### config.mk
export PLATFORM = sky130hd
export DESIGN_NAME = fic_engine
export DESIGN_NICKNAME = d
export VERILOG_FILES = /design/src/common/fic_pkg.sv /design/src/core/fic_byte_adder.sv /design/src/core/fic_engine.sv
export SDC_FILE = /design/constraint.sdc
export NUM_CORES = 1
export LEC_CHECK = 0
export BUFFER_PORTS_ARGS = -buffer_cell sky130_fd_sc_hd__buf_2
export CORE_UTILIZATION = 56
export DETAILED_ROUTE_END_ITERATION = 10
export PLACE_DENSITY = 0.78
export SYNTH_ARGS = -nofsm -noshare
export SYNTH_HDL_FRONTEND = slang
export SYNTH_SLANG_ARGS = --single-unit
export TNS_END_PERCENT = 30
### constraint.sdc
create_clock -name clock -period 15.7 [get_ports clock]
set_clock_uncertainty 0.15 [all_clocks]
set_input_delay 0.785 -clock clock [delete_from_list [all_inputs] [get_ports clock]]
set_output_delay 0.785 -clock clock [all_outputs]
set_load 0.01 [all_outputs]
### src/common/fic_pkg.sv
package fic_pkg;
    localparam int unsigned ACC_W = 32;
    localparam int unsigned ADDR_W = 32;
    localparam int unsigned CFG_WORDS = 4;
    localparam int unsigned PROG_BYTES = 524288;
    localparam int unsigned BOOT_BYTES = 12288;
    localparam int unsigned CFG_BYTES = 16;
    localparam logic [31:0] PROG_BASE = 32'h1d000000;
    localparam logic [31:0] BOOT_BASE = 32'h1fc00000;
    localparam logic [31:0] CFG0_MASK = 32'h110ff00b;
    localparam logic [31:0] CFG1_MASK = 32'h009ff7a7;
    localparam logic [31:0] CFG2_MASK = 32'h00070077;
    localparam logic [31:0] CFG3_MASK = 32'h00000000;
    localparam logic [31:0] ID_MASK = 32'h000ff000;
    localparam logic [31:0] RESULT_RESET = 32'h00000000;
    localparam int unsigned CODE_PROTECT_POS = 28;
    localparam logic [2:0] REG_CTRL = 3'h0;
    localparam logic [2:0] REG_STATUS = 3'h1;
    localparam logic [2:0] REG_RESULT = 3'h2;
    localparam logic [2:0] REG_PROG_SUM = 3'h3;
    localparam logic [2:0] REG_BOOT_SUM = 3'h4;
    localparam logic [2:0] REG_CFG_SUM = 3'h5;
    localparam logic [2:0] REG_ID_SUM = 3'h6;

    typedef struct packed {
        logic [2:0] addr;
        logic [31:0] wdata;
        logic wr;
        logic rd;
    } fic_reg_req_t;

    typedef struct packed {
        logic valid;
        logic [31:0] addr;
        logic word;
    } fic_mem_req_t;

    typedef struct packed {
        logic valid;
        logic [31:0] data;
    } fic_mem_rsp_t;

    typedef enum logic [5:0] {
        ST_IDLE = 6'b000001,
        ST_PROG = 6'b000010,
        ST_BOOT = 6'b000100,
        ST_CFG = 6'b001000,
        ST_ID = 6'b010000,
        ST_DONE = 6'b100000
    } fic_state_t;
endpackage

### src/core/fic_byte_adder.sv
`timescale 1ns/10ps
module fic_byte_adder (
    input wire logic [31:0] word,
    input wire logic [31:0] mask,
    output logic [9:0] sum
);
    import fic_pkg::*;
    wire [31:0] masked = word & mask;
    assign sum = {2'h0, masked[7:0]} + {2'h0, masked[15:8]} + {2'h0, masked[23:16]} + {2'h0, masked[31:24]};
endmodule

### src/core/fic_engine.sv
`timescale 1ns/10ps
module fic_engine #(
    parameter int unsigned PROG_LEN = fic_pkg::PROG_BYTES,
    parameter int unsigned BOOT_LEN = fic_pkg::BOOT_BYTES,
    parameter logic [31:0] PROG_ADDR = fic_pkg::PROG_BASE,
    parameter logic [31:0] BOOT_ADDR = fic_pkg::BOOT_BASE,
    parameter logic [127:0] CFG_MASKS = {fic_pkg::CFG3_MASK, fic_pkg::CFG2_MASK, fic_pkg::CFG1_MASK,
        fic_pkg::CFG0_MASK},
    parameter logic [31:0] IDENT_MASK = fic_pkg::ID_MASK
) (
    input wire logic clock,
    input wire logic rst_n,
    input wire fic_pkg::fic_reg_req_t reg_req,
    output logic [31:0] reg_rdata,
    output fic_pkg::fic_mem_req_t mem_req,
    input wire fic_pkg::fic_mem_rsp_t mem_rsp,
    input wire logic [31:0] part_identifier_register,
    input wire logic start,
    output logic done,
    output logic [31:0] result
);
    import fic_pkg::*;

    fic_state_t state;
    fic_state_t next_state;
    logic [31:0] offset;
    logic [1:0] cfg_index;
    logic pending;
    logic [31:0] program_area_sum;
    logic [31:0] boot_area_sum;
    logic [31:0] masked_config_sum;
    logic [31:0] id_sum;
    logic code_protected;
    logic sw_start;
    logic [31:0] rdata_next;

    localparam int unsigned BOOT_PLAIN = BOOT_LEN - CFG_BYTES;

    wire go = (start | sw_start) & (state == ST_IDLE || state == ST_DONE);
    wire rsp = pending & mem_rsp.valid;
    wire [31:0] cfg_mask = CFG_MASKS[32 * cfg_index +: 32];
    wire [31:0] word_mask = (state == ST_ID) ? IDENT_MASK : cfg_mask;
    wire [31:0] word_in = (state == ST_ID) ? part_identifier_register : mem_rsp.data;
    wire [9:0] word_sum;
    wire [31:0] total = program_area_sum + boot_area_sum + masked_config_sum + id_sum;
    wire [31:0] cfg_addr = BOOT_ADDR + 32'(BOOT_LEN) - 32'h00000004 - {28'h0, cfg_index, 2'h0};
    wire last_prog = offset == 32'(PROG_LEN - 1);
    wire last_boot = offset == 32'(BOOT_PLAIN - 1);
    wire cp_seen = (state == ST_CFG) && (cfg_index == 2'h0) && !mem_rsp.data[CODE_PROTECT_POS];

    fic_byte_adder u_adder (
        .word(word_in),
        .mask(word_mask),
        .sum(word_sum)
    );

    // Requests go out one at a time; a response closes each before the next, so the read path may stall freely.
    assign mem_req.valid = pending;
    assign mem_req.word = (state == ST_CFG);
    assign mem_req.addr = (state == ST_PROG) ? PROG_ADDR + offset :
                          (state == ST_BOOT) ? BOOT_ADDR + offset : cfg_addr;

    always_comb begin
        next_state = state;
        unique case (state)
            ST_IDLE: if (go) next_state = ST_PROG;
            ST_PROG: if (rsp && last_prog) next_state = ST_BOOT;
            ST_BOOT: if (rsp && last_boot) next_state = ST_CFG;
            ST_CFG: if (rsp && cfg_index == 2'h3) next_state = ST_ID;
            ST_ID: next_state = ST_DONE;
            ST_DONE: if (go) next_state = ST_PROG;
        endcase
    end

    always_ff @(posedge clock) begin
        if (!rst_n) begin
            state <= ST_IDLE;
        end else begin
            state <= next_state;
        end
    end

    always_ff @(posedge clock) begin
        if (!rst_n || go) begin
            offset <= 32'h0;
            cfg_index <= 2'h0;
            pending <= go;
        end else if (rsp) begin
            offset <= (last_prog && state == ST_PROG) ? 32'h0 : offset + 32'h1;
            cfg_index <= (state == ST_CFG) ? cfg_index + 2'h1 : cfg_index;
            pending <= !(state == ST_CFG && cfg_index == 2'h3);
        end
    end

    always_ff @(posedge clock) begin
        if (!rst_n || go) begin
            program_area_sum <= 32'h0;
            boot_area_sum <= 32'h0;
            masked_config_sum <= 32'h0;
            id_sum <= 32'h0;
            code_protected <= 1'b0;
        end else begin
            if (rsp && state == ST_PROG) program_area_sum <= program_area_sum + {24'h0, mem_rsp.data[7:0]};
            if (rsp && state == ST_BOOT) boot_area_sum <= boot_area_sum + {24'h0, mem_rsp.data[7:0]};
            if (rsp && state == ST_CFG) masked_config_sum <= masked_config_sum + {22'h0, word_sum};
            if (rsp && cp_seen) code_protected <= 1'b1;
            if (state == ST_ID) id_sum <= {22'h0, word_sum};
        end
    end

    // Code protection is the active-low protect bit of configuration word 0, a cleared bit means protected.
    always_ff @(posedge clock) begin
        if (!rst_n) begin
            result <= RESULT_RESET;
            done <= 1'b0;
        end else if (go) begin
            done <= 1'b0;
        end else if (state == ST_ID) begin
            result <= code_protected ? 32'h0 : ~(total + {22'h0, word_sum}) + 32'h1;
            done <= 1'b1;
        end
    end

    assign sw_start = reg_req.wr && reg_req.addr == REG_CTRL && reg_req.wdata[0];

    always_comb begin
        unique case (reg_req.addr)
            REG_STATUS: rdata_next = {29'h0, code_protected, state != ST_IDLE && state != ST_DONE, done};
            REG_RESULT: rdata_next = result;
            REG_PROG_SUM: rdata_next = program_area_sum;
            REG_BOOT_SUM: rdata_next = boot_area_sum;
            REG_CFG_SUM: rdata_next = masked_config_sum;
            REG_ID_SUM: rdata_next = id_sum;
            default: rdata_next = 32'h0;
        endcase
    end

    always_ff @(posedge clock) begin
        if (!rst_n) begin
            reg_rdata <= 32'h0;
        end else begin
            reg_rdata <= reg_req.rd ? rdata_next : 32'h0;
        end
    end
endmodule

Word level (Yosys, flattened, before mapping)
Index checks and enable logic that the tools add are counted.
Storage, ports and cells
  bits in registers: 213
  bits of input ports: 105
  output and inout port bits: 99
  logic and storage cells: 99
Operators by class
  add/subtract/negate cells: 16
  equal/unequal tests: 21
  shift-type cells: 1
  mux-type cells: 14
  bitwise gates (word level): 7
  reductions and logical operators: 28
Operators with widths (count)
  $mux W32: 6
  $pmux W32 S6: 1
  $shiftx A128 B8 Y32 const A: 1
  $add A32 B10 Y32: 3
  $add A29 B32 Y32 const A: 2
  $add A32 B1 Y32 const B: 2
  $add A32 B32 Y32: 2
  $add A32 B8 Y32: 2
  $and A32 B32 Y32: 1
  $eq A32 B14 Y1 const B: 1
  $eq A32 B19 Y1 const B: 1
  $not A32 Y32: 1
  $pmux W6 S5: 1
  $sub A29 B4 Y30 const A: 1
  $mux W6: 4
  $add A10 B8 Y10: 2
  $logic_and A1 B1 Y1: 14
  $add A8 B8 Y9: 1
  $eq A3 B3 Y1 const B: 3
  $ne A2 B1 Y1 const B: 4
  $eq A3 B2 Y1 const B: 2
  $eq A6 B1 Y1 const B: 1
  $eq A6 B2 Y1 const B: 1
  $eq A6 B3 Y1 const B: 1
  other kinds (20): 29

Depth between registers and ports, before layout
  depth in word-level cells: 10
  mapped depth: 33
  gate-level depth less buffers: 29

Hierarchy
From an unflattened synthesis, not the netlist that was laid out.
Second synthesis, totals
  cell total of the unflattened synthesis: 2056
  area, all modules: 16336.9 um^2
By module, submodules not included
  fic_engine: times used 1, cells each 1940, area each 15418.5 um^2, seq. area each 4274.1 um^2
  fic_byte_adder: times used 1, cells each 116, area each 918.4 um^2, seq. area each 0.0 um^2

Worst setup path after synthesis
No wires, ideal clock.
  path type: register -> register
  from: register state[5]
  to: register result[27]
  setup time: 120 ps
  data arrival time: 7597 ps
  required time: 15430 ps
  slack: 7834 ps
  cell stages (with the launch flop): 31
  buffers on the path: 3
  clock period less this slack: 7866 ps
  path through: dfxtp_1 -> or4_1 -> clkbuf_1 -> nor3_1 -> clkbuf_1 -> nor3b_1 -> ha_1 -> fa_1 -> a21oi_1 -> nor2_1 -> xnor2_1 -> fa_1 -> ha_1 -> inv_1 -> nor2_1 -> nor2_1 -> nor2b_1 -> o21a_1 -> xor2_1 -> fa_1 -> ha_1 -> a21oi_1 -> a21oi_1 -> a21oi_4 -> xor2_2 -> o2111ai_2 -> or4_4 -> buf_6 -> nor4_4 -> a211oi_1 -> a211o_1
Between the ends
  longest elaborated chain between the ends: 10
  elaborated cells on any way between the ends: 17
  those cells by class: 5 x add/sub; 3 x eq/ne; 3 x mux; 4 x bitwise; 2 x reduce/logical
Ends and longest elaborated chain
  from (decl): line fic_engine.sv:24  | fic_state_t state;
  from (signal assigned): line fic_engine.sv:79  | state <= next_state;
  $eq A6 B5 Y1 *: line fic_engine.sv:42, fic_engine.sv:43
  $mux W32 (on tied branches): line fic_engine.sv:43, fic_engine.sv:42
  $and A32 B32 Y32 *: line fic_byte_adder.sv:8  | wire [31:0] masked = word & mask;
  $add A8 B8 Y9: line fic_byte_adder.sv:9  | assign sum = {2'h0, masked[7:0]} + {2'h0, masked[15:8]} + {2'h0, masked[23:16]} + {2'h0, masked[31:24]};
  $add A10 B8 Y10: line fic_byte_adder.sv:9
  $add A10 B8 Y10 *: line fic_byte_adder.sv:9
  named net u_adder.sum[7]: line fic_byte_adder.sv:5  | output logic [9:0] sum
  $add A32 B10 Y32 *: line fic_engine.sv:119  | result <= code_protected ? 32'h0 : ~(total + {22'h0, word_sum}) + 32'h1;
  $not A32 Y32 *: line fic_engine.sv:119
  $add A32 B1 Y32 *: line fic_engine.sv:119
  $mux W32 *: line fic_engine.sv:119
  to (signal assigned): line fic_engine.sv:119
  to (decl): line fic_engine.sv:20  | output logic [31:0] result
Mark *: on every way through the listed nets, which the timed path passes. The rest lies on a longest branch.
A chain may end at the register's enable or synchronous reset.

Worst setup path in the final report
Same ends and word-level chain as after synthesis.

==> flow_summary.toml <==
[outcome]
status = "finished, final reports clean"

[power]
p_sw_mw = 0.409
pwr_density_cell_mw_per_mm2 = 77.3
power_frac_seq_pct = 41.2
pwr-share-clk_pct = 40.6
comb_power_share_pct = 18.2
ir_drop_v = 0.0000873
total_leakage_power_nw = 7.58
p_sw_share_pct = 30.1
p_int_mw = 0.950

[synthesis]
synthesis.area_per_instance_um2 = 8.33
synth_ff_type = "sky130_fd_sc_hd__dfxtp_1"
post_synth_inst_count = 1917
area_share_of_the_leading_cell_type_in_the_synthesized_netlist_pct = 26.6
synth.top_cells.by_area = "sky130_fd_sc_hd__dfxtp_1 (27%), sky130_fd_sc_hd__ha_1 (10%), sky130_fd_sc_hd__fa_1 (7.1%), sky130_fd_sc_hd__a21oi_1 (4.8%), sky130_fd_sc_hd__nand2_1 (4.6%)"
asyncSetResetFlopFracSynth_pct = 0
synth_edf_count = 1
synth_warn = 0
cell_type_contributing_the_most_total_cell_area_after_synthesis = "sky130_fd_sc_hd__dfxtp_1"
yosysSeqAreaShare_pct = 26.8
yosys_register_bits = 213
mappedNetlistNets = 2208
synth.cell_area_mm2 = 0.0160
synth.lib_cells_used.distinct = 105

[floorplanning]
rows = 61
design.die.area_mm2 = 0.0292
floorplan.die.width_um = 171
ios = 204
core_region_area_mm2 = 0.0279
start_util_pct = 57.2
chipHeight_um = 171

[setup_path]
cpMaxStageDelayCell = "sky130_fd_sc_hd__or4_1"
cp_top_family = "simple AND/OR/NAND/NOR gates"
crit_arrival_ns = 9.00
critical_path_buf_inv_count = 2
max_stage_delay_ns = 0.66
cp-end-kind = "flop"
cp_max_fo = 44
data_required_time_of_the_critical_path_ns = 15.97
crit_type = "reg2reg"
worst_r2r_endpoint = "result[27]"
crit_path_start_kind = "flop"
rr_startpoint = "state[5]"
worstRegToRegCells = 27
r2r_slack_ns = 6.97

[hold_path]
hold-path-endpoint = "id_sum[5]"
whs_path_depth = 2
hold_path.class = "reg2reg"
min_from = "id_sum[5]"

[clock_tree]
num_clock_sinks = 213
cts.reportedPaths.clkPinSlew_ns = 0.06
post_cts.resized_instances = 0
clkLatencyLatePin_ns = 0.53
clock_tree.root_cell = "sky130_fd_sc_hd__clkbuf_16"
tritoncts = "done"
cts_made_buffers = 24
post-cts-setup-buffers = 0
ctsHoldBuffers = 0
ctsHtreeMaxLevel = 1
cts-root-to-sink-buffers = 3

[timing]
grt_setup_unrepaired = "false"
timing.final.ws_setup_ns = 6.97
hold-worst-slack_ns = 0.347
setup_total_negative_slack_ns = 0
timing.slew.headroom_pct = 19.9
final-hold-violation-count = 0
pins_over_slew_limit = 0
final_min_period_over_clock_period_pct = 55.6
timing_worst_slew_pin_value_ns = 1.20
clock.fmax_mhz = 115
finalWorstPathRequiredPeriod_ns = 8.73
finalSetupViolations = 0

[global_routing]
grt_max_degree = 69
track_usage_pct = 29.7
vias_in_the_first_global_route = 13416
globalRouteOverflowTotal = 0
wire_length_of_the_first_global_routing_pass_um = 69300
antenna_found_initial = 0

[detailed_routing]
drtIter0Drc = 1290
drt_drc_violations_left = 0
num_vias = 14627
final_antenna_net_count = 0
via_per_inst = 6.11
drt-total-wl_um = 43500
dr.pass1.iters = 6
detail_route.wl_per_cell_um = 18.2

[final_layout]
area_used_by_sequential_logic_in_the_layout_mm2 = 0.00427
final_common_cell = "sky130_fd_sc_hd__dfxtp_1"
fillers = 2448
layout-drive-gt1-share_pct = 12.8
flow.area_growth_from_synthesis_pct = 10.2
final_nets = 2291
multi_input_combinational_cell_area_mm2 = 0.0110
most-common-layout-cells = "sky130_fd_sc_hd__dfxtp_1 (212), sky130_fd_sc_hd__nand2_1 (195), sky130_fd_sc_hd__nor2_1 (161)"
antenna_cells = 0
stdcell_count = 2395

[place]
numPlacedInstances = 2352
portBuffers = 139
place_ws_ns = 7.10
dp_hpwl_um = 32900
gp_congestion = 0.900

[job]
drv_cap = 0
synthesized netlist by cell type, types with 9 or more instances:
library cell,count
sky130_fd_sc_hd__mux2_2,9
sky130_fd_sc_hd__nand2_1,195
sky130_fd_sc_hd__buf_1,11
sky130_fd_sc_hd__clkbuf_1,64
sky130_fd_sc_hd__dfxtp_1,212
sky130_fd_sc_hd__nor4_1,14
sky130_fd_sc_hd__buf_2,9
sky130_fd_sc_hd__or4_1,9
sky130_fd_sc_hd__a31o_2,11
sky130_fd_sc_hd__o21bai_1,10
sky130_fd_sc_hd__a31oi_1,13
sky130_fd_sc_hd__and2_1,21
sky130_fd_sc_hd__a21oi_1,152
sky130_fd_sc_hd__nand4_1,25
sky130_fd_sc_hd__fa_1,57
sky130_fd_sc_hd__o21a_1,13
sky130_fd_sc_hd__nor3b_1,15
sky130_fd_sc_hd__or3_1,33
sky130_fd_sc_hd__nand3_1,52
sky130_fd_sc_hd__a21o_1,18
sky130_fd_sc_hd__nor2_1,161
sky130_fd_sc_hd__a211oi_1,18
sky130_fd_sc_hd__xor2_1,44
sky130_fd_sc_hd__and3_1,49
sky130_fd_sc_hd__nor2b_1,38
sky130_fd_sc_hd__nand2b_1,19
sky130_fd_sc_hd__o211ai_1,13
sky130_fd_sc_hd__o21ai_0,84
sky130_fd_sc_hd__nor3_1,34
sky130_fd_sc_hd__ha_1,129
sky130_fd_sc_hd__inv_1,73
sky130_fd_sc_hd__a22oi_1,61
sky130_fd_sc_hd__xnor2_1,73
sequential cells by signal, indices dropped and copies added (netlist names):
register and count:
done 1, reg_rdata 32, code_protected 1, result 32, pending 1, masked_config_sum 32
id_sum 10, offset 32, program_area_sum 32, cfg_index 2, state 6, boot_area_sum 32
kinds of logic after synthesis:
group                      Yosys count  share of synthesized area, %
DFF                                213                          26.8
AOI/OAI and AO/OA                  502                          21.0
adders and majority gates          186                          17.3
and+or+nand+nor                    711                          22.7
muxes                               17                          1.14
xor gates and xnor gates           119                          6.62
buffers and inverters              169                          4.48
cell type report:
type / instances / area share, %
inverters: 74 / 1.58
multi-input cells: 1535 / 62.5
flip-flops and latches: 213 / 24.3
clock inverters: 12 / 0.590
clock buffers: 31 / 3.79
well taps: 378 / 2.69
repair buffers: 152 / 4.51
power by group through the flow:
| stage | combinational, mW | clock (mW) | sequential (mW) |
|---|---|---|---|
| 2_1_floorplan | 0.182 | 0 | 0.567 |
| 3_3_place_gp | 0.238 | 0 | 0.571 |
| 3_5_place_dp | 0.244 | 0 | 0.571 |
| 4_1_cts | 0.246 | 0.561 | 0.560 |
| 5_1_grt | 0.275 | 0.582 | 0.561 |
| 6_report | 0.248 | 0.552 | 0.560 |
worst register-to-register path: stages (launching register included):
cell and delay, ns:
sky130_fd_sc_hd__dfxtp_1 0.37, sky130_fd_sc_hd__or4_1 0.66, sky130_fd_sc_hd__or3_2 0.57, sky130_fd_sc_hd__buf_4 0.32, sky130_fd_sc_hd__and3_1 0.28, sky130_fd_sc_hd__ha_1 0.33
sky130_fd_sc_hd__a21oi_1 0.21, sky130_fd_sc_hd__nor2_1 0.07, sky130_fd_sc_hd__xnor2_1 0.27, sky130_fd_sc_hd__fa_1 0.44, sky130_fd_sc_hd__ha_1 0.33, sky130_fd_sc_hd__inv_1 0.08
sky130_fd_sc_hd__nor2_1 0.05, sky130_fd_sc_hd__nor2_1 0.15, sky130_fd_sc_hd__nor2b_1 0.07, sky130_fd_sc_hd__o21a_1 0.19, sky130_fd_sc_hd__xor2_1 0.40, sky130_fd_sc_hd__fa_1 0.49
sky130_fd_sc_hd__ha_1 0.38, sky130_fd_sc_hd__a21oi_1 0.34, sky130_fd_sc_hd__o21a_1 0.27, sky130_fd_sc_hd__o21ai_1 0.15, sky130_fd_sc_hd__o41a_1 0.38, sky130_fd_sc_hd__xnor2_2 0.18
sky130_fd_sc_hd__or4b_4 0.54, sky130_fd_sc_hd__nor4_4 0.51, sky130_fd_sc_hd__a211oi_1 0.15, sky130_fd_sc_hd__a211o_1 0.28
worst max path at each step:
stage,slack (ns),to,from,cells after the start
after detailed placement,7.10,result[29],state[5],27
after floorplan,7.83,result[27],state[5],30
after global routing,6.45,result[27],state[5],27
after global placement,7.20,result[27],state[5],27
final,6.97,result[27],state[5],27
after CTS,7.05,result[27],state[5],27
metrics by stage:
stage               cell area [µm²]  power, mW  util, %
floorplan                     16000      0.749        -
global placement              16800      0.809     60.2
detailed placement            16800      0.816     60.2
CTS                           17600       1.37     63.0
global route                  17600       1.42     63.0
finish                        17600       1.36     63.0
per-layer routing:
| metal | vias up | GRT usage [%] | part of all wire (%) |
|---|---|---|---|
| met5 | - | 0 | 0 |
| met4 | 0 | 12.9 | 4.5 |
| met3 | 109 | 3.35 | 5.2 |
| met2 | 466 | 50.3 | 48 |
| met1 | 6958 | 38.2 | 43 |
| li1 | 7094 | - | - |
Power figures use the tool's default switching activity.
